File: config.mk
export PLATFORM = sky130hd
export DESIGN_NAME = servo_input_device_decoder
export DESIGN_NICKNAME = d
export VERILOG_FILES = /design/src/servo_input_pkg.sv /design/src/servo_input_device_decoder.sv /design/src/input_sync.sv
export SDC_FILE = /design/constraint.sdc
export NUM_CORES = 1
export LEC_CHECK = 0
export ABC_AREA = 1
export BUFFER_PORTS_ARGS = -buffer_cell sky130_fd_sc_hd__buf_2
export CELL_PAD_IN_SITES_DETAIL_PLACEMENT = 2
export CELL_PAD_IN_SITES_GLOBAL_PLACEMENT = 2
export CORE_AREA = 2 2 158 160
export CTS_CLUSTER_DIAMETER = 60
export DETAILED_ROUTE_END_ITERATION = 7
export DIE_AREA = 0 0 160 162
export GPL_ROUTABILITY_DRIVEN = 0
export PLACE_DENSITY = 0.9
export SLEW_MARGIN = 10
export SYNTH_ARGS = -nofsm -noshare
export SYNTH_HDL_FRONTEND = slang
export SYNTH_HIERARCHICAL = 1
export SYNTH_SLANG_ARGS = --single-unit
File: constraint.sdc
create_clock -name sys_clk -period 5 [get_ports sys_clk]
set_input_delay 0.25 -clock sys_clk [delete_from_list [all_inputs] [get_ports sys_clk]]
set_output_delay 0.25 -clock sys_clk [all_outputs]
set_load 0.01 [all_outputs]
File: src/servo_input_pkg.sv
// Constants and encodings for the servo input device decoder.
// Assumes a single 20 MHz system clock and an AXI4-Lite register bus.
package servo_input_pkg;

   // ----------------------------------------------------------------
   // Register offsets (byte addresses)
   // ----------------------------------------------------------------
   localparam logic [7:0] CFG_OFFSET    = 8'h00;
   localparam logic [7:0] PROBE_OFFSET  = 8'h04;
   localparam logic [7:0] STATUS_OFFSET = 8'h08;
   localparam logic [7:0] POS_A_OFFSET  = 8'h0c;
   localparam logic [7:0] POS_B_OFFSET  = 8'h10;
   localparam logic [7:0] POS_C_OFFSET  = 8'h14;

   // ----------------------------------------------------------------
   // Configuration field positions
   // ----------------------------------------------------------------
   localparam int STOP_METHOD_LSB  = 0;
   localparam int STOP_INPUT_BIT   = 4;
   localparam int LOOP_SWITCH_BIT  = 5;
   localparam int HOME_POL_BIT     = 6;
   localparam int PROBE_EN_LSB     = 0;

   // ----------------------------------------------------------------
   // Field values and reset values
   // ----------------------------------------------------------------
   localparam logic [1:0] STOP_NO_DECEL = 2'h0;
   localparam logic [1:0] STOP_DECEL    = 2'h2;
   localparam logic [1:0] STOP_METHOD_RESET = 2'h0;
   localparam logic       STOP_INPUT_RESET  = 1'h0;
   localparam logic       LOOP_SWITCH_RESET = 1'h0;
   localparam logic       HOME_POL_RESET    = 1'h0;
   localparam logic [2:0] PROBE_EN_SINGLE   = 3'h3;
   localparam logic [2:0] PROBE_EN_MULTI    = 3'h0;

   // ----------------------------------------------------------------
   // Timing and widths
   // ----------------------------------------------------------------
   localparam int           CLK_MHZ        = 20;
   localparam int           DECEL_TIME_US  = 100;
   localparam logic [11:0]  DECEL_CYCLES   = 12'(DECEL_TIME_US * CLK_MHZ);
   localparam int           POS_W          = 32;
   localparam int           IN_COUNT       = 12;

   // Gain set selection
   localparam logic [1:0] GAIN_SET_FIRST  = 2'h0;
   localparam logic [1:0] GAIN_SET_SECOND = 2'h1;
   localparam logic [1:0] GAIN_SET_THIRD  = 2'h2;

   // AXI responses
   localparam logic [1:0] RESP_OKAY   = 2'h0;
   localparam logic [1:0] RESP_SLVERR = 2'h2;

   // Stop sequencing states
   typedef enum logic [3:0] {
      ST_RUN   = 4'h1,
      ST_DECEL = 4'h2,
      ST_BRAKE = 4'h4,
      ST_HELD  = 4'h8
   } stop_state_e;

endpackage : servo_input_pkg

File: src/servo_input_device_decoder.sv
// Decoder for the discrete input devices of a servo drive.
// Assumes an AXI4-Lite master on sys_clk and asynchronous input pins.
//
// Design decisions made here: the AXI4-Lite slave port and the address map.
`timescale 1ns/100ps
`default_nettype none

module servo_input_device_decoder #(
   parameter bit SINGLE_AXIS = 1'b1
) (
   input  wire logic                               sys_clk,
   input  wire logic                               reset,
   // Input devices
   input  wire logic                               forced_stop_decel_in,
   input  wire logic                               forced_stop_brake_in,
   input  wire logic                               fwd_limit_in,
   input  wire logic                               rev_limit_in,
   input  wire logic                               prop_ctrl_in,
   input  wire logic                               gain_sel_in,
   input  wire logic                               gain_sel2_in,
   input  wire logic                               closed_loop_sel_in,
   input  wire logic                               home_sensor_in,
   input  wire logic                               probe_latch_in_a,
   input  wire logic                               probe_latch_in_b,
   input  wire logic                               probe_latch_in_c,
   // From the drive core
   input  wire logic                               alarm,
   input  wire logic                               motorStopped,
   input  wire logic [servo_input_pkg::POS_W-1:0]  curPosition,
   // Decoded outputs
   output logic                                    decelStopReq,
   output logic                                    powerStageOff,
   output logic                                    dynBrakeOn,
   output logic                                    brake_interlock_out,
   output logic                                    fwdEnable,
   output logic                                    revEnable,
   output logic                                    servoLock,
   output logic                                    propOnly,
   output logic [1:0]                              gainSet,
   output logic                                    fullyClosed,
   output logic                                    homeDetect,
   output logic [2:0]                              probeStrobe,
   // AXI4-Lite slave
   input  wire logic [7:0]                         s_axi_awaddr,
   input  wire logic                               s_axi_awvalid,
   output logic                                    s_axi_awready,
   input  wire logic [31:0]                        s_axi_wdata,
   input  wire logic [3:0]                         s_axi_wstrb,
   input  wire logic                               s_axi_wvalid,
   output logic                                    s_axi_wready,
   output logic [1:0]                              s_axi_bresp,
   output logic                                    s_axi_bvalid,
   input  wire logic                               s_axi_bready,
   input  wire logic [7:0]                         s_axi_araddr,
   input  wire logic                               s_axi_arvalid,
   output logic                                    s_axi_arready,
   output logic [31:0]                             s_axi_rdata,
   output logic [1:0]                              s_axi_rresp,
   output logic                                    s_axi_rvalid,
   input  wire logic                               s_axi_rready
);

   // ----------------------------------------------------------------
   // Synchronised inputs
   // ----------------------------------------------------------------
   logic [servo_input_pkg::IN_COUNT-1:0] syncIn;
   logic decelIn, brakeIn, fwdIn, revIn, propIn, gainIn, gain2In, loopIn, homeIn;
   logic [2:0] probeIn;
   logic alarmSeen;

   input_sync u_sync (
      .sys_clk (sys_clk),
      .reset   (reset),
      .rawIn   ({probe_latch_in_c, probe_latch_in_b, probe_latch_in_a, home_sensor_in,
                 closed_loop_sel_in, gain_sel2_in, gain_sel_in, prop_ctrl_in,
                 rev_limit_in, fwd_limit_in, forced_stop_brake_in, forced_stop_decel_in}),
      .syncOut (syncIn)
   );

   assign decelIn = syncIn[0];
   assign brakeIn = syncIn[1];
   assign fwdIn   = syncIn[2];
   assign revIn   = syncIn[3];
   assign propIn  = syncIn[4];
   assign gainIn  = syncIn[5];
   assign gain2In = syncIn[6];
   assign loopIn  = syncIn[7];
   assign homeIn  = syncIn[8];
   assign probeIn = syncIn[11:9];
   assign alarmSeen = alarm;

   // ----------------------------------------------------------------
   // Configuration registers
   // ----------------------------------------------------------------
   logic [1:0] stopMethod_r;
   logic       stopInput_r;
   logic       loopSwitch_r;
   logic       homePol_r;
   logic [2:0] probeEn_r;
   logic [servo_input_pkg::POS_W-1:0] latchPos_r [3];

   // ----------------------------------------------------------------
   // Stop input selection
   // ----------------------------------------------------------------
   logic useDecel, useBrake, decelStopActive, brakeStopActive;

   assign useDecel = !stopInput_r && stopMethod_r == servo_input_pkg::STOP_DECEL;
   assign useBrake = !stopInput_r && stopMethod_r == servo_input_pkg::STOP_NO_DECEL;
   // Stop input cfg 1 masks both forced-stop inputs
   assign decelStopActive = useDecel && !decelIn;
   assign brakeStopActive = useBrake && !brakeIn;

   // ----------------------------------------------------------------
   // Stop sequencer
   // ----------------------------------------------------------------
   servo_input_pkg::stop_state_e state_r;
   logic [11:0] decelCnt_r;
   logic        withDecel;

   // Method 2 means decelerate before the interlock drops
   assign withDecel = stopMethod_r == servo_input_pkg::STOP_DECEL;

   always_ff @(posedge sys_clk) begin
      if (reset) begin
         state_r    <= servo_input_pkg::ST_RUN;
         decelCnt_r <= 12'h000;
      end else begin
         case (state_r)
            servo_input_pkg::ST_RUN: begin
               if (decelStopActive || (alarmSeen && withDecel)) begin
                  state_r    <= servo_input_pkg::ST_DECEL;
                  decelCnt_r <= servo_input_pkg::DECEL_CYCLES;
               end else if (brakeStopActive || alarmSeen) begin
                  state_r <= servo_input_pkg::ST_BRAKE;
               end
            end
            servo_input_pkg::ST_DECEL: begin
               if (!decelStopActive && !alarmSeen) begin
                  state_r <= servo_input_pkg::ST_RUN;
               end else if (motorStopped || decelCnt_r == 12'h000) begin
                  state_r <= servo_input_pkg::ST_HELD;
               end else begin
                  decelCnt_r <= decelCnt_r - 12'h001;
               end
            end
            servo_input_pkg::ST_BRAKE: begin
               if (!brakeStopActive && !alarmSeen) begin
                  state_r <= servo_input_pkg::ST_RUN;
               end
            end
            servo_input_pkg::ST_HELD: begin
               if (!decelStopActive && !alarmSeen) begin
                  state_r <= servo_input_pkg::ST_RUN;
               end
            end
            default: state_r <= servo_input_pkg::ST_RUN;
         endcase
      end
   end

   always_ff @(posedge sys_clk) begin
      if (reset) begin
         decelStopReq        <= 1'b0;
         powerStageOff       <= 1'b0;
         dynBrakeOn          <= 1'b0;
         brake_interlock_out <= 1'b0;
      end else begin
         decelStopReq  <= state_r == servo_input_pkg::ST_DECEL;
         powerStageOff <= state_r == servo_input_pkg::ST_BRAKE
                          || state_r == servo_input_pkg::ST_HELD;
         dynBrakeOn    <= state_r == servo_input_pkg::ST_BRAKE;
         // Interlock stays on through deceleration, off once braking
         brake_interlock_out <= state_r == servo_input_pkg::ST_RUN
                                || state_r == servo_input_pkg::ST_DECEL;
      end
   end

   // ----------------------------------------------------------------
   // Direction, amplifier, gain, loop and home decoding
   // ----------------------------------------------------------------
   function automatic logic [1:0] gain_pick(input logic g1, input logic g2);
      if (g2) begin
         gain_pick = servo_input_pkg::GAIN_SET_THIRD;
      end else if (g1) begin
         gain_pick = servo_input_pkg::GAIN_SET_SECOND;
      end else begin
         gain_pick = servo_input_pkg::GAIN_SET_FIRST;
      end
   endfunction : gain_pick

   always_ff @(posedge sys_clk) begin
      if (reset) begin
         fwdEnable   <= 1'b0;
         revEnable   <= 1'b0;
         servoLock   <= 1'b0;
         propOnly    <= 1'b0;
         gainSet     <= servo_input_pkg::GAIN_SET_FIRST;
         fullyClosed <= 1'b0;
         homeDetect  <= 1'b0;
      end else begin
         fwdEnable   <= fwdIn;
         revEnable   <= revIn;
         servoLock   <= !fwdIn || !revIn;
         propOnly    <= propIn;
         gainSet     <= gain_pick(gainIn, gain2In);
         fullyClosed <= loopSwitch_r && loopIn;
         homeDetect  <= homeIn == homePol_r;
      end
   end

   // ----------------------------------------------------------------
   // Touch probe latching
   // ----------------------------------------------------------------
   logic [2:0] probePrev_r;
   logic [2:0] probeRise;

   assign probeRise = probeIn & ~probePrev_r & probeEn_r;

   always_ff @(posedge sys_clk) begin
      if (reset) begin
         probePrev_r <= 3'h0;
         probeStrobe <= 3'h0;
         latchPos_r[0] <= '0;
         latchPos_r[1] <= '0;
         latchPos_r[2] <= '0;
      end else begin
         probePrev_r <= probeIn;
         probeStrobe <= probeRise;
         for (int i = 0; i < 3; i++) begin
            if (probeRise[i]) begin
               latchPos_r[i] <= curPosition;
            end
         end
      end
   end

   // ----------------------------------------------------------------
   // AXI4-Lite write path
   // ----------------------------------------------------------------
   logic [7:0] awAddr_r;
   logic [31:0] wData_r;
   logic [3:0]  wStrb_r;
   logic        doWrite;

   assign doWrite = !s_axi_awready && !s_axi_wready && !s_axi_bvalid;

   always_ff @(posedge sys_clk) begin
      if (reset) begin
         s_axi_awready <= 1'b1;
         s_axi_wready  <= 1'b1;
         awAddr_r     <= 8'h00;
         wData_r      <= 32'h00000000;
         wStrb_r      <= 4'h0;
         s_axi_bvalid <= 1'b0;
         s_axi_bresp  <= servo_input_pkg::RESP_OKAY;
      end else begin
         if (s_axi_awvalid && s_axi_awready) begin
            s_axi_awready <= 1'b0;
            awAddr_r <= s_axi_awaddr;
         end
         if (s_axi_wvalid && s_axi_wready) begin
            s_axi_wready <= 1'b0;
            wData_r <= s_axi_wdata;
            wStrb_r <= s_axi_wstrb;
         end
         if (doWrite) begin
            s_axi_awready <= 1'b1;
            s_axi_wready  <= 1'b1;
            s_axi_bvalid <= 1'b1;
            s_axi_bresp  <= (awAddr_r == servo_input_pkg::CFG_OFFSET
                             || awAddr_r == servo_input_pkg::PROBE_OFFSET)
                            ? servo_input_pkg::RESP_OKAY : servo_input_pkg::RESP_SLVERR;
         end else if (s_axi_bvalid && s_axi_bready) begin
            s_axi_bvalid <= 1'b0;
         end
      end
   end

   always_ff @(posedge sys_clk) begin
      if (reset) begin
         stopMethod_r <= servo_input_pkg::STOP_METHOD_RESET;
         stopInput_r  <= servo_input_pkg::STOP_INPUT_RESET;
         loopSwitch_r <= servo_input_pkg::LOOP_SWITCH_RESET;
         homePol_r    <= servo_input_pkg::HOME_POL_RESET;
         probeEn_r    <= SINGLE_AXIS ? servo_input_pkg::PROBE_EN_SINGLE
                                     : servo_input_pkg::PROBE_EN_MULTI;
      end else if (doWrite && wStrb_r[0]) begin
         if (awAddr_r == servo_input_pkg::CFG_OFFSET) begin
            stopMethod_r <= wData_r[servo_input_pkg::STOP_METHOD_LSB +: 2];
            stopInput_r  <= wData_r[servo_input_pkg::STOP_INPUT_BIT];
            loopSwitch_r <= wData_r[servo_input_pkg::LOOP_SWITCH_BIT];
            homePol_r    <= wData_r[servo_input_pkg::HOME_POL_BIT];
         end else if (awAddr_r == servo_input_pkg::PROBE_OFFSET) begin
            probeEn_r <= wData_r[servo_input_pkg::PROBE_EN_LSB +: 3];
         end
      end
   end

   // ----------------------------------------------------------------
   // AXI4-Lite read path
   // ----------------------------------------------------------------

   always_ff @(posedge sys_clk) begin
      if (reset) begin
         s_axi_rvalid <= 1'b0;
         s_axi_arready <= 1'b1;
         s_axi_rdata  <= 32'h00000000;
         s_axi_rresp  <= servo_input_pkg::RESP_OKAY;
      end else if (s_axi_arvalid && !s_axi_rvalid) begin
         s_axi_rvalid <= 1'b1;
         s_axi_arready <= 1'b0;
         s_axi_rresp  <= servo_input_pkg::RESP_OKAY;
         if (s_axi_araddr == servo_input_pkg::CFG_OFFSET) begin
            s_axi_rdata <= {25'h0, homePol_r, loopSwitch_r, stopInput_r, 2'h0, stopMethod_r};
         end else if (s_axi_araddr == servo_input_pkg::PROBE_OFFSET) begin
            s_axi_rdata <= {29'h0, probeEn_r};
         end else if (s_axi_araddr == servo_input_pkg::STATUS_OFFSET) begin
            s_axi_rdata <= {16'h0, state_r, gainSet, fullyClosed, homeDetect,
                            propOnly, servoLock, revEnable, fwdEnable,
                            brake_interlock_out, dynBrakeOn, powerStageOff, decelStopReq};
         end else if (s_axi_araddr == servo_input_pkg::POS_A_OFFSET) begin
            s_axi_rdata <= latchPos_r[0];
         end else if (s_axi_araddr == servo_input_pkg::POS_B_OFFSET) begin
            s_axi_rdata <= latchPos_r[1];
         end else if (s_axi_araddr == servo_input_pkg::POS_C_OFFSET) begin
            s_axi_rdata <= latchPos_r[2];
         end else begin
            s_axi_rdata <= 32'h00000000;
            s_axi_rresp <= servo_input_pkg::RESP_SLVERR;
         end
      end else if (s_axi_rvalid && s_axi_rready) begin
         s_axi_rvalid <= 1'b0;
         s_axi_arready <= 1'b1;
      end
   end

endmodule : servo_input_device_decoder

`default_nettype wire

File: src/input_sync.sv
// Two-stage synchroniser bank for the discrete input devices.
// Assumes inputs are asynchronous levels from switches and sensors.
`timescale 1ns/100ps
`default_nettype none

module input_sync (
   input  wire logic                                  sys_clk,
   input  wire logic                                  reset,
   input  wire logic [servo_input_pkg::IN_COUNT-1:0]  rawIn,
   output logic      [servo_input_pkg::IN_COUNT-1:0]  syncOut
);

   logic [servo_input_pkg::IN_COUNT-1:0] stage1_r;

   // ----------------------------------------------------------------
   // Two flip-flops per input
   // ----------------------------------------------------------------
   always_ff @(posedge sys_clk) begin
      if (reset) begin
         stage1_r <= '0;
         syncOut  <= '0;
      end else begin
         stage1_r <= rawIn;
         syncOut  <= stage1_r;
      end
   end

endmodule : input_sync

`default_nettype wire

After elaboration in Yosys (flattened, before gate mapping)
Memories as Yosys holds them, arrays and structs flattened. Index checks and enable logic that the tools add are counted.

Flip-flop bits (word level): 123. Bits of input ports: 105. Output and inout port bits: 56. Memories kept: 1. Memory bits (writable): 96. Word-level logic and storage cells: 156.

Equal/unequal tests: 19. Reductions and logical operators: 48. Muxes and demuxes: 46. Add/sub/neg operators: 1. Bitwise logic cells: 7.

Memories: latchPos_r (words 3, width 32, rd ports 3, clocked after memory_dff 0, write ports 3, RTL line servo_input_device_decoder.sv:100) `logic [servo_input_pkg::POS_W-1:0] latchPos_r [3];`.

Operators with widths (number): two-way mux 32 bit (9); two-way mux 12 bit (3); two-way mux 4 bit (6); case mux 12 bit (2 select lines) (1); two-way mux 1 bit (18); equality test 8 x 3 -> 1 bit (second input constant) (2); equality test 8 x 4 -> 1 bit (second input constant) (2); equality test 8 x 5 -> 1 bit (second input constant) (2); logical AND 1 bit (16); zero test 8 bit (2); two-way mux 2 bit (8); case mux 4 bit (4 select lines) (1); zero test 1 bit (12); zero test 12 bit (1); subtractor 12 x 1 -> 12 bit (second input constant) (1); inequality test 2 bit (second input constant) (5); AND reduction 4 bit (2); logical OR 1 bit (7); bitwise AND 3 bit (2); inequality test 3 bit (second input constant) (2); nonzero test 2 bit (3); equality test 4 x 1 -> 1 bit (second input constant) (1); equality test 4 x 2 -> 1 bit (second input constant) (1); equality test 4 x 3 -> 1 bit (second input constant) (1); 10 further kinds (13).

Logic depth before layout (Yosys ltp)
Gate-level depths: netlist of run 1.

Word-level depth: 7. Depth in mapped cells: 12. Depth with buffers taken out: 12.

Cells and area by module
Netlist of run 1, hierarchy kept.

Modules (own cells, without submodules): servo_input_device_decoder (area each 7920.1 µm², seq. area each 4804.6 µm², instances 1, cells each 897); input_sync (area each 683.2 µm², seq. area each 480.5 µm², instances 1, cells each 74).

Worst setup path before layout of run 1
Ideal clock, no wire load.

Kind: reg2reg. From: reg u_sync/syncOut[9] in the netlist's numbering. To: mem latchPos_r[0][0] in the netlist's numbering (enable). Setup slack: 1764 ps. Data arrival time: 2770 ps. Buffers on the path: 0. Clock period less this slack: 3236 ps. Required time: 4534 ps. Setup time: 466 ps. Stages on the path, launching flop included: 5. Cell sequence: dfxtp_1 > inv_1 > nor2_1 > nand2_1 > o21ai_0.

RTL lines: from (decl) (RTL line input_sync.sv:10) `output logic [servo_input_pkg::IN_COUNT-1:0] syncOut`; from (signal assigned) (RTL line input_sync.sv:24) `syncOut <= stage1_r;`; to (decl) (RTL line servo_input_device_decoder.sv:100).

Worst setup path in the final report of run 1
From: in s_axi_araddr[1]. To: reg s_axi_rdata[0].

Cells in the longest elaborated chain, start to end: 7. Elaborated cells between the ends (all ways): 12. Those cells by class: 5 x eq/ne; 6 x mux; 1 x reduce/logical.

RTL lines: from (decl) (RTL line servo_input_device_decoder.sv:54) `input wire logic [7:0] s_axi_araddr,`; equality test 8 x 5 -> 1 bit (RTL line servo_input_device_decoder.sv:325) `end else if (s_axi_araddr == servo_input_pkg::POS_C_OFFSET) begin`; two-way mux 32 bit (RTL line servo_input_device_decoder.sv:325); two-way mux 32 bit (RTL line servo_input_device_decoder.sv:323) `end else if (s_axi_araddr == servo_input_pkg::POS_B_OFFSET) begin`; two-way mux 32 bit (RTL line servo_input_device_decoder.sv:321) `end else if (s_axi_araddr == servo_input_pkg::POS_A_OFFSET) begin`; two-way mux 32 bit (RTL line servo_input_device_decoder.sv:317) `end else if (s_axi_araddr == servo_input_pkg::STATUS_OFFSET) begin`; two-way mux 32 bit (RTL line servo_input_device_decoder.sv:315) `end else if (s_axi_araddr == servo_input_pkg::PROBE_OFFSET) begin`; two-way mux 32 bit * (RTL line servo_input_device_decoder.sv:313) `if (s_axi_araddr == servo_input_pkg::CFG_OFFSET) begin`; to (signal assigned) (RTL line servo_input_device_decoder.sv:314) `s_axi_rdata <= {25'h0, homePol_r, loopSwitch_r, stopInput_r, 2'h0, stopMethod_r};`; to (signal assigned) (RTL line servo_input_device_decoder.sv:316) `s_axi_rdata <= {29'h0, probeEn_r};`; to (signal assigned) (RTL line servo_input_device_decoder.sv:318) `s_axi_rdata <= {16'h0, state_r, gainSet, fullyClosed, homeDetect,`; to (decl) (RTL line servo_input_device_decoder.sv:57) `output logic [31:0] s_axi_rdata,`.

Mark *: on every way between the ends. The rest lies on a longest branch, timed or not. A chain may end at the register's enable or synchronous reset.

==> results of run 1 <==
registers in the layout (all words and copies together), names as in the netlist, 2 cells and up:
signal	cells
u_sync/stage1_r	12
probePrev_r	3
probeEn_r	3
latchPos_r	96
gainSet	2
decelCnt_r	12
u_sync/syncOut	12
probeStrobe	3
s_axi_rdata	32
stopMethod_r	2
awAddr_r	8
wData_r	6
state_r	4
timing repair:
item,in CTS,in global routing
setup buffers,0,0
endpoints found under the hold margin,20,0
hold buffers,20,0
layout by cell type, fill, tap and decap left out, types with 2 or more instances in the layout:
cell,synthesis,layout
inv_2,5,5
nor2_1,127,125
dlygate4sd3_1,0,20
nor2_2,0,2
nand4_1,15,15
clkbuf_1,17,8
buf_2,8,128
a21oi_1,65,65
nand2_1,242,242
xor2_1,3,3
o211ai_1,6,6
o21ai_0,45,44
dfxtp_1,120,120
diode_2,0,2
a21oi_2,4,4
clkbuf_8,0,8
buf_4,7,9
edfxtp_1,96,96
inv_1,125,125
clkbuf_16,0,27
or2_2,10,10
nor3_1,5,5
nand2_2,4,4
nor4_1,3,3
nand3_1,48,48
conb_1,1,2
area by class of cell:
type | count | share of cell area [%]
sequential | 216 | 50.0
multi-input combinational | 588 | 25.0
timing repair buffer | 157 | 8.59
clock buffer | 43 | 7.71
inverter | 130 | 4.61
tap | 324 | 3.83
clock inverter | 3 | 0.201
antenna | 2 | 0.0473
worst min-delay path by stage:
stage / startpoint / end / slack, ps / depth (start not counted)
finish: probe_latch_in_b / u_sync/stage1_r[10] / 10 / 3
global route: probe_latch_in_b / u_sync/stage1_r[10] / 20 / 3
CTS: probe_latch_in_b / u_sync/stage1_r[10] / 0.8 / 3
detailed placement: u_sync/stage1_r[11] / u_sync/syncOut[11] / 400 / 2
global placement: u_sync/stage1_r[5] / u_sync/syncOut[5] / 390 / 2
floorplan: reset / u_sync/stage1_r[0] / 320 / 1
per-stage QoR:
stage	power, µW	util [%]	hold WS, ps	cells	setup slack (ps)
after detailed placement	2910	39.6	402	1395	2170
after floorplan	2660	-	321	972	1760
after CTS	4800	43.9	0.842	1461	2620
after global routing	5010	43.9	17.0	1463	2360
after global placement	2840	39.6	390	1395	2220
final	4800	43.9	11.0	1463	2580
critical path, cell delays in order:
cell and delay (ps):
buf_2 100, inv_1 50, nand2_1 170, nor2_1 400, nand3_1 820, inv_1 560, nand2_1 130, nand4_1 150
nand2_1 100, a21oi_1 130
layer usage:
layer / share of wire (%) / wire length [µm] / vias to the layer above
li1: - / - / 3397
met1: 41 / 13500 / 3759
met2: 51 / 16900 / 218
met3: 4.1 / 1340 / 81
met4: 3.4 / 1110 / 0
met5: 0 / 0 / -
report_power, final:
part | switching [µW] | internal, µW | leakage [µW] | total [µW]
Sequential | 95.2 | 1980 | 0.00198 | 2070
Combinational | 575 | 270 | 0.00243 | 845
Clock | 781 | 1110 | 0.000408 | 1890
Total | 1450 | 3350 | 0.00482 | 4800
cells by family after synthesis:
kind of cell / Yosys count / synth area share, %
compound gates: 121 / 7.42
simple gates: 460 / 22.5
xor+xnor: 4 / 0.407
fa+ha+maj: 1 / 0.145
buf+inv: 168 / 8.01
other cells: 1 / 0.0436
flops: 216 / 61.4
==> summary.txt, run 1 <==
Final layout
  – Design Area, Final: between 10,000 and 15,000 µm²
  – Fillers: around 2.7k
  – Share of cells above drive strength 1: a little under a fifth
  – Multi-input gate area: 2650 µm²
  – Nets@finish: 1,225
  – Area Growth Syn to Fin: 22.9%
  – Register area: 5290 µm²

STA
  – RSZ-0062 raised after global routing: no
  – Final setup fails: 0
  – Setup tns final: 0 ps
  – Relative slew slack: 32.7%
  – Hold Violations, Final: 0
  – Minimum clock period: between 2000 and 2500 ps
  – F_max: 0.413 GHz
  – Clk_skew: 17.1 ps
  – Worst slew pin tran: 1010 ps
  – Slew Viols, Final: 0
  – Final period utilization: 48.4%

Logic synthesis
  – Seq/Total Area, Yosys: 61.4%
  – Largest cells by area after synthesis: edfxtp_1 (34%), dfxtp_1 (28%), nand2_1 (11%)
  – EDFF count, synth: 96
  – Top cell type's share of synthesized area: roughly 34%
  – Post-synth cell types: 32
  – Synth warn: 6
  – Synth top cells by count: nand2_1 (242), nor2_1 (127), inv_1 (125)
  – Mapped Cells: 971
  – Yosys reg bits: approximately 220
  – Average size of a mapped cell: 8.86 µm²
  – Cell taking the most area after synthesis: edfxtp_1
  – Main flop type after synthesis: dfxtp_1
  – Ys async rst share: 0%
  – Top-count cell post-synth: nand2_1
  – Synthesized area: 8600 µm²

Routing
  – WL final: 32,900 µm
  – Final ANT Viol Nets: 0
  – Via Count: 7,455
  – Detailed Route Iter0 Violations: 502
  – Via density: 5.10
  – Drt first pass iters: 4
  – WL/cell: 22.5 µm
  – DRC Markers: 0

Setup path
  – Startpoint types: input port
  – Critical R2R Launch: s_axi_wready
  – CP Launch Point: s_axi_araddr[1]
  – R2r setup slk: roughly 2700 ps
  – Crit path kind: input port to flop
  – Worst Setup End Kind: flop
  – FF-to-FF End: probeEn_r[2]
  – Crit path max fanout: 21
  – Critical Path AT: between 2000 and 3000 ps
  – Crit path required time: 5450 ps
  – Path depth of the worst reg2reg path: 6
  – Setup crit end: s_axi_rdata[0]

Pwr
  – P_leak: just under 0.005 µW
  – Peak supply drop: a little under 0.3 mV
  – Power per cell area: about 450 nW/µm²

Floorplanning
  – Core box area: 24,100 µm²
  – Starting Density: between 30% and 40%
  – Ports: 161
  – Die Y: 162 µm
  – DIE AREA: 25,900 µm²
  – Die Width: 160 µm
  – # rows: 57

Clocking
  – Clock sinks: between 200 and 250
  – H-tree depth: 1
  – CTS root buffer: clkbuf_16
  – TritonCTS Buffers: 26
  – Worst-Skew Late Latency: 540 ps
  – Clock-pin slew on the worst setup and hold paths: 60 ps
  – Clock Path Buffers: 3
  – CTS tree: done
  – Post_cts resized: 0

GRT
  – Total track usage: 25.1%
  – Global Route met1 Usage: a little under a third
  – Antenna violations before repair: 2
  – GRT busiest layer: met2
  – Global-route wire length before repair: ~50,000 µm
  – Largest net degree at the start of global routing: 53
  – Global-route congestion overflow total: 0
  – Vias in the first global route: between 8k and 9k
  – Met3 Usage GRT: under 10%
  – Met2 Usage GRT: a little under half

Placement
  – Dpl hpwl: 18,600 µm
  – Area post-placement: 9540 µm²
  – PortBufs: 129

Status
  – Status: finished clean

Run
  – MaxCap Viol Count: 0

Min path
  – HP Class: input port to flop
Note: power is estimated with default switching activity, not from simulation.
==> run 2, diff against run 1 <==
--- a/config.mk
+++ b/config.mk
@@ -9,12 +9,12 @@
 export BUFFER_PORTS_ARGS = -buffer_cell sky130_fd_sc_hd__buf_2
 export CELL_PAD_IN_SITES_DETAIL_PLACEMENT = 2
 export CELL_PAD_IN_SITES_GLOBAL_PLACEMENT = 2
-export CORE_AREA = 2 2 158 160
+export CORE_AREA = 2 2 173 175
 export CTS_CLUSTER_DIAMETER = 60
 export DETAILED_ROUTE_END_ITERATION = 7
-export DIE_AREA = 0 0 160 162
+export DIE_AREA = 0 0 175 177
 export GPL_ROUTABILITY_DRIVEN = 0
-export PLACE_DENSITY = 0.9
+export PLACE_DENSITY = 0.81
 export SLEW_MARGIN = 10
 export SYNTH_ARGS = -nofsm -noshare
 export SYNTH_HDL_FRONTEND = slang
==> constraint.sdc (replaced) <==
create_clock -name sys_clk -period 2.13 [get_ports sys_clk]
set_input_delay 0.1065 -clock sys_clk [delete_from_list [all_inputs] [get_ports sys_clk]]
set_output_delay 0.1065 -clock sys_clk [all_outputs]
set_load 0.01 [all_outputs]
==> run 2 against run 1 <==
Against the previous run: final area increased by 6.8%; via count increased by 0.54%; power grew 130%; worst setup slack worse by 2400 ps; critical path depth is 4 lower; register-to-register slack got worse by 2500 ps; sequential power rose by 130%; largest cell class unchanged; routed wire length is 6.9% lower.
==> summary.txt, run 2 (synthesized netlist as in run 1, its figures left out) <==
Status
  – Status: finished clean (unchanged)

STA
  – Clk_skew: 26.3 ps (was 17.1 ps)
  – Minimum clock period: 1940 ps
  – Setup tns final: 0 ps (unchanged)
  – Relative slew slack: 41.4% (was 32.7%)
  – Slew Viols, Final: 0 (unchanged)
  – Final setup fails: 0 (unchanged)
  – Hold Violations, Final: 0 (unchanged)
  – Final period utilization: 91.2%
  – F_max: roughly 0.5 GHz
  – RSZ-0062 raised after global routing: no (unchanged)
  – Worst slew pin tran: 880 ps (was 1010 ps)

Routing
  – Via density: 4.71 (was 5.10)
  – WL final: 30,600 µm (was 32,900 µm)
  – DRC Markers: 0 (unchanged)
  – Detailed Route Iter0 Violations: 345 (was 502)
  – Via Count: 7,495 (was 7,455)
  – WL/cell: 19.2 µm (was 22.5 µm)
  – Final ANT Viol Nets: 0 (unchanged)
  – Drt first pass iters: 4 (unchanged)

Setup path
  – Critical Path AT: 2350 ps (was 2870 ps)
  – Path depth of the worst reg2reg path: 6 (unchanged)
  – FF-to-FF End: stopMethod_r[0] (was probeEn_r[2])
  – CP Launch Point: s_axi_wready (was s_axi_araddr[1])
  – Crit path max fanout: 7 (was 21)
  – Critical R2R Launch: s_axi_wready (unchanged)
  – Worst Setup End Kind: flop (unchanged)
  – Crit path required time: 2540 ps (was 5450 ps)
  – Setup crit end: stopMethod_r[0] (was s_axi_rdata[0])
  – R2r setup slk: 190 ps (was 2700 ps)
  – Startpoint types: flop (was input port)
  – Crit path kind: flop to flop (was input port to flop)

Clocking
  – TritonCTS Buffers: 26 (unchanged)
  – Clock sinks: 216 (unchanged)
  – H-tree depth: 1 (unchanged)
  – Clock-pin slew on the worst setup and hold paths: 60 ps (about the same)
  – CTS tree: done (unchanged)
  – Clock Path Buffers: 3 (unchanged)
  – CTS root buffer: clkbuf_16 (unchanged)
  – Post_cts resized: 0 (unchanged)
  – Worst-Skew Late Latency: 540 ps (about the same)

GRT
  – Largest net degree at the start of global routing: 76 (was 53)
  – Global-route congestion overflow total: 0 (unchanged)
  – Total track usage: 19.6% (was 25.1%)
  – Vias in the first global route: 8,420 (was 8,380)
  – Antenna violations before repair: 0 (was 2)
  – Global-route wire length before repair: 47,200 µm (was 50,100 µm)

Min path
  – HP Class: input port to flop (unchanged)
  – WHS Path Cells: 6 (was 3)
  – Hold Path Origin: alarm (was probe_latch_in_b)

Final layout
  – Commonest cells after routing, fill and taps aside: nand2_1 (242), buf_2 (128), inv_1 (125), nor2_1 (125), dfxtp_1 (120) (unchanged)
  – Register area: 5290 µm² (unchanged)
  – Number of flip-flops in the largest register: 96 (unchanged)
  – Final Util: 38.6% (was 43.9%)
  – Share of cells above drive strength 1: 18.3% (was 18.1%)
  – Area Growth Syn to Fin: 31.3% (was 22.9%)
  – Fillers: 3,195 (was 2,697)
  – Nets@finish: 1,288 (was 1,225)
  – Multi-input gate area: 2650 µm² (unchanged)
  – Diode count: 0 (was 2)
  – Commonest non-fill, non-tap cell in the layout: nand2_1 (unchanged)
  – Largest Register: latchPos_r (unchanged)
  – Top Registers: latchPos_r x96, s_axi_rdata x32 (unchanged)

Pwr
  – Peak supply drop: 0.666 mV (was 0.296 mV)
  – Switching portion of total power: 29.7% (was 30.2%)
  – Switching Power: 3330 µW (was 1450 µW)
  – Clk pwr share: 38.4% (was 39.3%)
  – Comb pwr share: 18.3% (was 17.6%)
  – P_leak: 0.00511 µW (was 0.00482 µW)
  – Flop pwr share: 43.3% (was 43.1%)
  – P_int: 7880 µW (was 3350 µW)
  – Power per cell area: 993 nW/µm² (was 454 nW/µm²)

Floorplanning
  – Starting Density: 29.4% (was 35.7%)
  – # rows: 63 (was 57)
  – Core box area: 29,200 µm² (was 24,100 µm²)
  – Die Width: 175 µm (was 160 µm)
  – Die Y: 177 µm (was 162 µm)
  – DIE AREA: 31,000 µm² (was 25,900 µm²)
  – Ports: 161 (unchanged)

Placement
  – Dpl hpwl: 18,400 µm (was 18,600 µm)
  – PortBufs: 129 (unchanged)

Run
  – MaxCap Viol Count: 0 (unchanged)
run 2: cell count changes in the layout (fill, tap and decap cells not counted), sizes merged:
cell	previous run	this run
inv	130	132
clkinvlp	1	0
clkinv	2	3
diode	2	0
buf	137	152
clkbuf	43	42
dlygate4sd3	20	68
run 2: layout make-up:
cell class | count | area share [%]
repair buffers | 220 | 13.8
flip-flops and latches | 216 | 46.8
multi-input cells | 588 | 23.5
clock inverters | 5 | 0.421
well taps | 390 | 4.32
inverters | 130 | 4.32
clock buffers | 42 | 6.85
run 2: critical path: stages, from the launching register on:
cell and delay (ps):
dfxtp_1 330, nor3_1 340, inv_1 170, nor2_1 380
nand2_1 300, o21ai_0 240, a21oi_1 60
run 2: through the flow:
stage                     power, µW  area, µm²  hold slack, ps  worst slack (ps)  std cells
final                         11200      11300            30.6               187       1591
after global routing          11800      11300            69.7              13.5       1591
after CTS                     11300      11300            18.2               180       1591
after detailed placement       6890       9790             319               198       1476
after global placement         6760       9790             311               299       1476
after floorplan                6250       8610             178               348        972
run 2: routing by layer:
layer	global-route usage [%]	vias up	part of all wire, %
met4	6.63	0	3.2
li1	-	3523	-
met5	0	-	0
met3	2.79	61	3.9
met1	23.2	3742	41
met2	36.4	169	52
run 2: power by group through the flow:
stage | clock network (µW) | registers, µW | logic [µW]
final | 4310 | 4850 | 2050
after global routing | 4560 | 4890 | 2350
after CTS | 4370 | 4850 | 2080
after detailed placement | 0 | 4930 | 1960
after global placement | 0 | 4900 | 1860
after floorplan | 0 | 4870 | 1380
run 2: worst min-delay path by stage:
stage / to / slack, ps
CTS: state_r[2] / 20
global placement: u_sync/stage1_r[4] / 310
floorplan: u_sync/stage1_r[0] / 180
detailed placement: u_sync/stage1_r[11] / 320
global route: state_r[2] / 70
finish: state_r[2] / 30
run 2: what timing repair did:
action	4_1_cts	5_1_grt
buffers inserted	0	0
hold endpoints to repair	136	0
hold buffers	68	0
==> run 3, diff against run 2 <==
--- a/config.mk
+++ b/config.mk
@@ -7,12 +7,10 @@
 export LEC_CHECK = 0
 export ABC_AREA = 1
 export BUFFER_PORTS_ARGS = -buffer_cell sky130_fd_sc_hd__buf_2
-export CELL_PAD_IN_SITES_DETAIL_PLACEMENT = 2
-export CELL_PAD_IN_SITES_GLOBAL_PLACEMENT = 2
-export CORE_AREA = 2 2 173 175
+export CORE_AREA = 2 2 135 137
 export CTS_CLUSTER_DIAMETER = 60
 export DETAILED_ROUTE_END_ITERATION = 7
-export DIE_AREA = 0 0 175 177
+export DIE_AREA = 0 0 137 139
 export GPL_ROUTABILITY_DRIVEN = 0
 export PLACE_DENSITY = 0.81
 export SLEW_MARGIN = 10
==> run 3 against run 2 <==
Against the previous run: register-to-register slack improved by 50 ps; die area fell by 39%; first-iteration DRC count up 65%; global-route usage grew 2.4 points; sequential share of layout area is 1.5 points higher; critical path depth is 4 higher; critical path type unchanged; core utilization rose by 23 points; flip-flop and latch count unchanged; maximum frequency up 2.7%; largest power group unchanged; final area down 3.0%; power down 3.9%; via count down 5.7%.
==> summary.txt, run 3 (synthesized netlist as in run 1, its figures left out) <==
Run
  – MaxCap Viol Count: 0 (unchanged)

Setup path
  – Crit path kind: flop to flop (unchanged)
  – Crit path required time: 2550 ps (was 2540 ps)
  – CP max stage cell: dfxtp_1 (was nor2_1)
  – Crit path largest cell delay: 320 ps (was 380 ps)
  – CP Buf/Inv Count: 2 (was 1)
  – Critical R2R Launch: decelCnt_r[0] (was s_axi_wready)
  – Critical Path, Cell by Cell: inv_1 > ha_1 > nand2_1 > inv_1 > nand3_1 > nand2_1 > nand2_1 > nand2_2 > nand2_1 > a21oi_1 (was nor3_1 > inv_1 > nor2_1 > nand2_1 > o21ai_0 > a21oi_1)
  – Crit path max fanout: 13 (was 7)
  – Top Family by Delay on Critical Path: simple AND/OR/NAND/NOR gates (unchanged)
  – FF-to-FF End: decelCnt_r[9] (was stopMethod_r[0])
  – Critical Path AT: 2320 ps (was 2350 ps)
  – R2r setup slk: 240 ps (was 190 ps)
  – Startpoint types: flop (unchanged)
  – Path depth of the worst reg2reg path: 10 (was 6)
  – Worst Setup End Kind: flop (unchanged)
  – Cell mode on critical path: nand2_1

Pwr
  – P_leak: 0.00504 µW (was 0.00511 µW)
  – Switching Power: 2950 µW (was 3330 µW)
  – Comb pwr share: 18.0% (was 18.3%)
  – Switching portion of total power: 27.3% (was 29.7%)
  – Clk pwr share: 37.1% (was 38.4%)
  – Power Total: 10,800 µW (was 11,200 µW)
  – P_int: 7830 µW (was 7880 µW)
  – Flop pwr share: 44.8% (was 43.3%)
  – Peak supply drop: 0.696 mV (was 0.666 mV)
  – Power per cell area: 984 nW/µm² (was 993 nW/µm²)

Floorplanning
  – DIE AREA: 19,000 µm² (was 31,000 µm²)
  – Starting Density: 48.7% (was 29.4%)
  – Die Y: 139 µm (was 177 µm)
  – Core box area: 17,700 µm² (was 29,200 µm²)
  – # rows: 49 (was 63)
  – Die Width: 137 µm (was 175 µm)
  – Ports: 161 (unchanged)

GRT
  – Vias in the first global route: 7,009 (was 8,420)
  – Global-route wire length before repair: 33,400 µm (was 47,200 µm)
  – Total track usage: 22.0% (was 19.6%)
  – Largest net degree at the start of global routing: 41 (was 76)
  – Antenna violations before repair: 0 (unchanged)
  – Global-route congestion overflow total: 0 (unchanged)

Clocking
  – H-tree depth: 1 (unchanged)
  – CTS tree: done (unchanged)
  – Post-CTS setup buffers: 0 (unchanged)
  – Clock sinks: 216 (unchanged)
  – Clock Path Buffers: 3 (unchanged)
  – Worst-Skew Late Latency: 500 ps (was 540 ps)
  – TritonCTS Buffers: 22 (was 26)
  – Clock-pin slew on the worst setup and hold paths: 60 ps (about the same)
  – CTS root buffer: clkbuf_16 (unchanged)

STA
  – Crit path setup slack, layout: 237 ps (was 187 ps)
  – Hold slack: 26.4 ps (was 30.6 ps)
  – Final setup fails: 0 (unchanged)
  – RSZ-0062 raised after global routing: no (unchanged)
  – F_max: 0.528 GHz (was 0.515 GHz)
  – Hold Violations, Final: 0 (unchanged)
  – Clk_skew: 6.96 ps (was 26.3 ps)
  – Final period utilization: 88.9% (was 91.2%)
  – Minimum clock period: 1890 ps (was 1940 ps)
  – Slew Viols, Final: 0 (unchanged)
  – Worst slew pin tran: 512 ps (was 880 ps)
  – Relative slew slack: 65.9% (was 41.4%)
  – Setup tns final: 0 ps (unchanged)

Min path
  – WHS Path Cells: 6 (unchanged)
  – Hold Crit Endpoint: state_r[2] (unchanged)
  – Hold Path Origin: alarm (unchanged)
  – HP Class: input port to flop (unchanged)

Routing
  – WL final: 20,800 µm (was 30,600 µm)
  – Drt first pass iters: 5 (was 4)
  – Final ANT Viol Nets: 0 (unchanged)
  – Via density: 4.99 (was 4.71)
  – Detailed Route Iter0 Violations: 570 (was 345)
  – Via Count: 7,069 (was 7,495)
  – WL/cell: 14.7 µm (was 19.2 µm)
  – DRC Markers: 0 (unchanged)

Final layout
  – Largest Register: latchPos_r (unchanged)
  – Share of cells above drive strength 1: 17.9% (was 18.3%)
  – Number of flip-flops in the largest register: 96 (unchanged)
  – Area Growth Syn to Fin: 27.3% (was 31.3%)
  – Final Util: 62.0% (was 38.6%)
  – Commonest non-fill, non-tap cell in the layout: nand2_1 (unchanged)
  – Multi-input gate area: 2650 µm² (unchanged)
  – Fillers: 1,426 (was 3,195)
  – Top Registers: latchPos_r x96, s_axi_rdata x32 (unchanged)
  – Register area: 5290 µm² (unchanged)
  – Nets@finish: 1,277 (was 1,288)
  – Diode count: 0 (unchanged)
  – Commonest cells after routing, fill and taps aside: nand2_1 (242), buf_2 (128), inv_1 (125), nor2_1 (125), dfxtp_1 (120) (unchanged)

Status
  – Status: finished clean (unchanged)

Placement
  – PortBufs: 129 (unchanged)
  – Dpl hpwl: 13,000 µm (was 18,400 µm)
  – Worst slack, placed: 263 ps (was 198 ps)
[run 3: cell count changes in the layout (fill, tap and decap cells not counted), sizes merged]
cell	previous run	this run
clkbuf	42	30
clkinv	3	6
inv	132	130
bufinv	0	3
dlygate4sd3	68	65
buf	152	148
clkinvlp	0	1
[run 3: what timing repair did]
action | 4_1_cts | 5_1_grt
hold endpoints to repair | 138 | 0
hold buffers | 65 | 0
setup endpoints to repair | 0 | 1
gates resized for setup | 0 | 1
[run 3: per-layer routing]
| layer | share of wire [%] | vias to the layer above | global-route usage, % |
|---|---|---|---|
| met5 | 0 | - | 0 |
| met1 | 41 | 3279 | 27.1 |
| met4 | 2.3 | 0 | 7.43 |
| met2 | 50 | 246 | 38.8 |
| met3 | 6.3 | 46 | 3.73 |
| li1 | - | 3498 | - |
[run 3: stage by stage]
step / instances / cell area [µm²]
5_1_grt: 1416 / 11000
6_report: 1416 / 11000
2_1_floorplan: 972 / 8610
3_5_place_dp: 1311 / 9540
4_1_cts: 1416 / 11000
3_3_place_gp: 1311 / 9540
[run 3: power by group through the flow]
stage	Clock [µW]	Combinational [µW]	Sequential, µW
global placement	0	1730	4890
floorplan	0	1380	4870
global route	4210	2190	4860
finish	4000	1940	4830
CTS	4040	1920	4820
detailed placement	0	1800	4900
[run 3: worst max-delay path by stage]
stage	start	end	slack [ps]	cells past startpoint
after detailed placement	decelCnt_r[0]	decelCnt_r[1]	260	10
after floorplan	probeEn_r[2]	latchPos_r[0][64]	350	4
after global routing	decelCnt_r[0]	decelCnt_r[4]	80	10
final	decelCnt_r[0]	decelCnt_r[9]	240	10
after CTS	decelCnt_r[0]	decelCnt_r[1]	240	10
after global placement	decelCnt_r[0]	decelCnt_r[1]	360	10
[run 3: tightest hold or removal path, stage by stage]
cell and delay (ps):
buf_2 90, nand2_1 50, nand2_1 60, nor2_1 60
nand2_1 60, a21oi_1 50
[run 3: final cells by class]
cell class / instances / share of cell area [%]
tap: 229 / 2.62
sequential: 216 / 48.3
clock buffer: 30 / 5.86
timing repair buffer: 213 / 13.5
clock inverter: 10 / 1.13
inverter: 130 / 4.46
multi-input combinational: 588 / 24.2
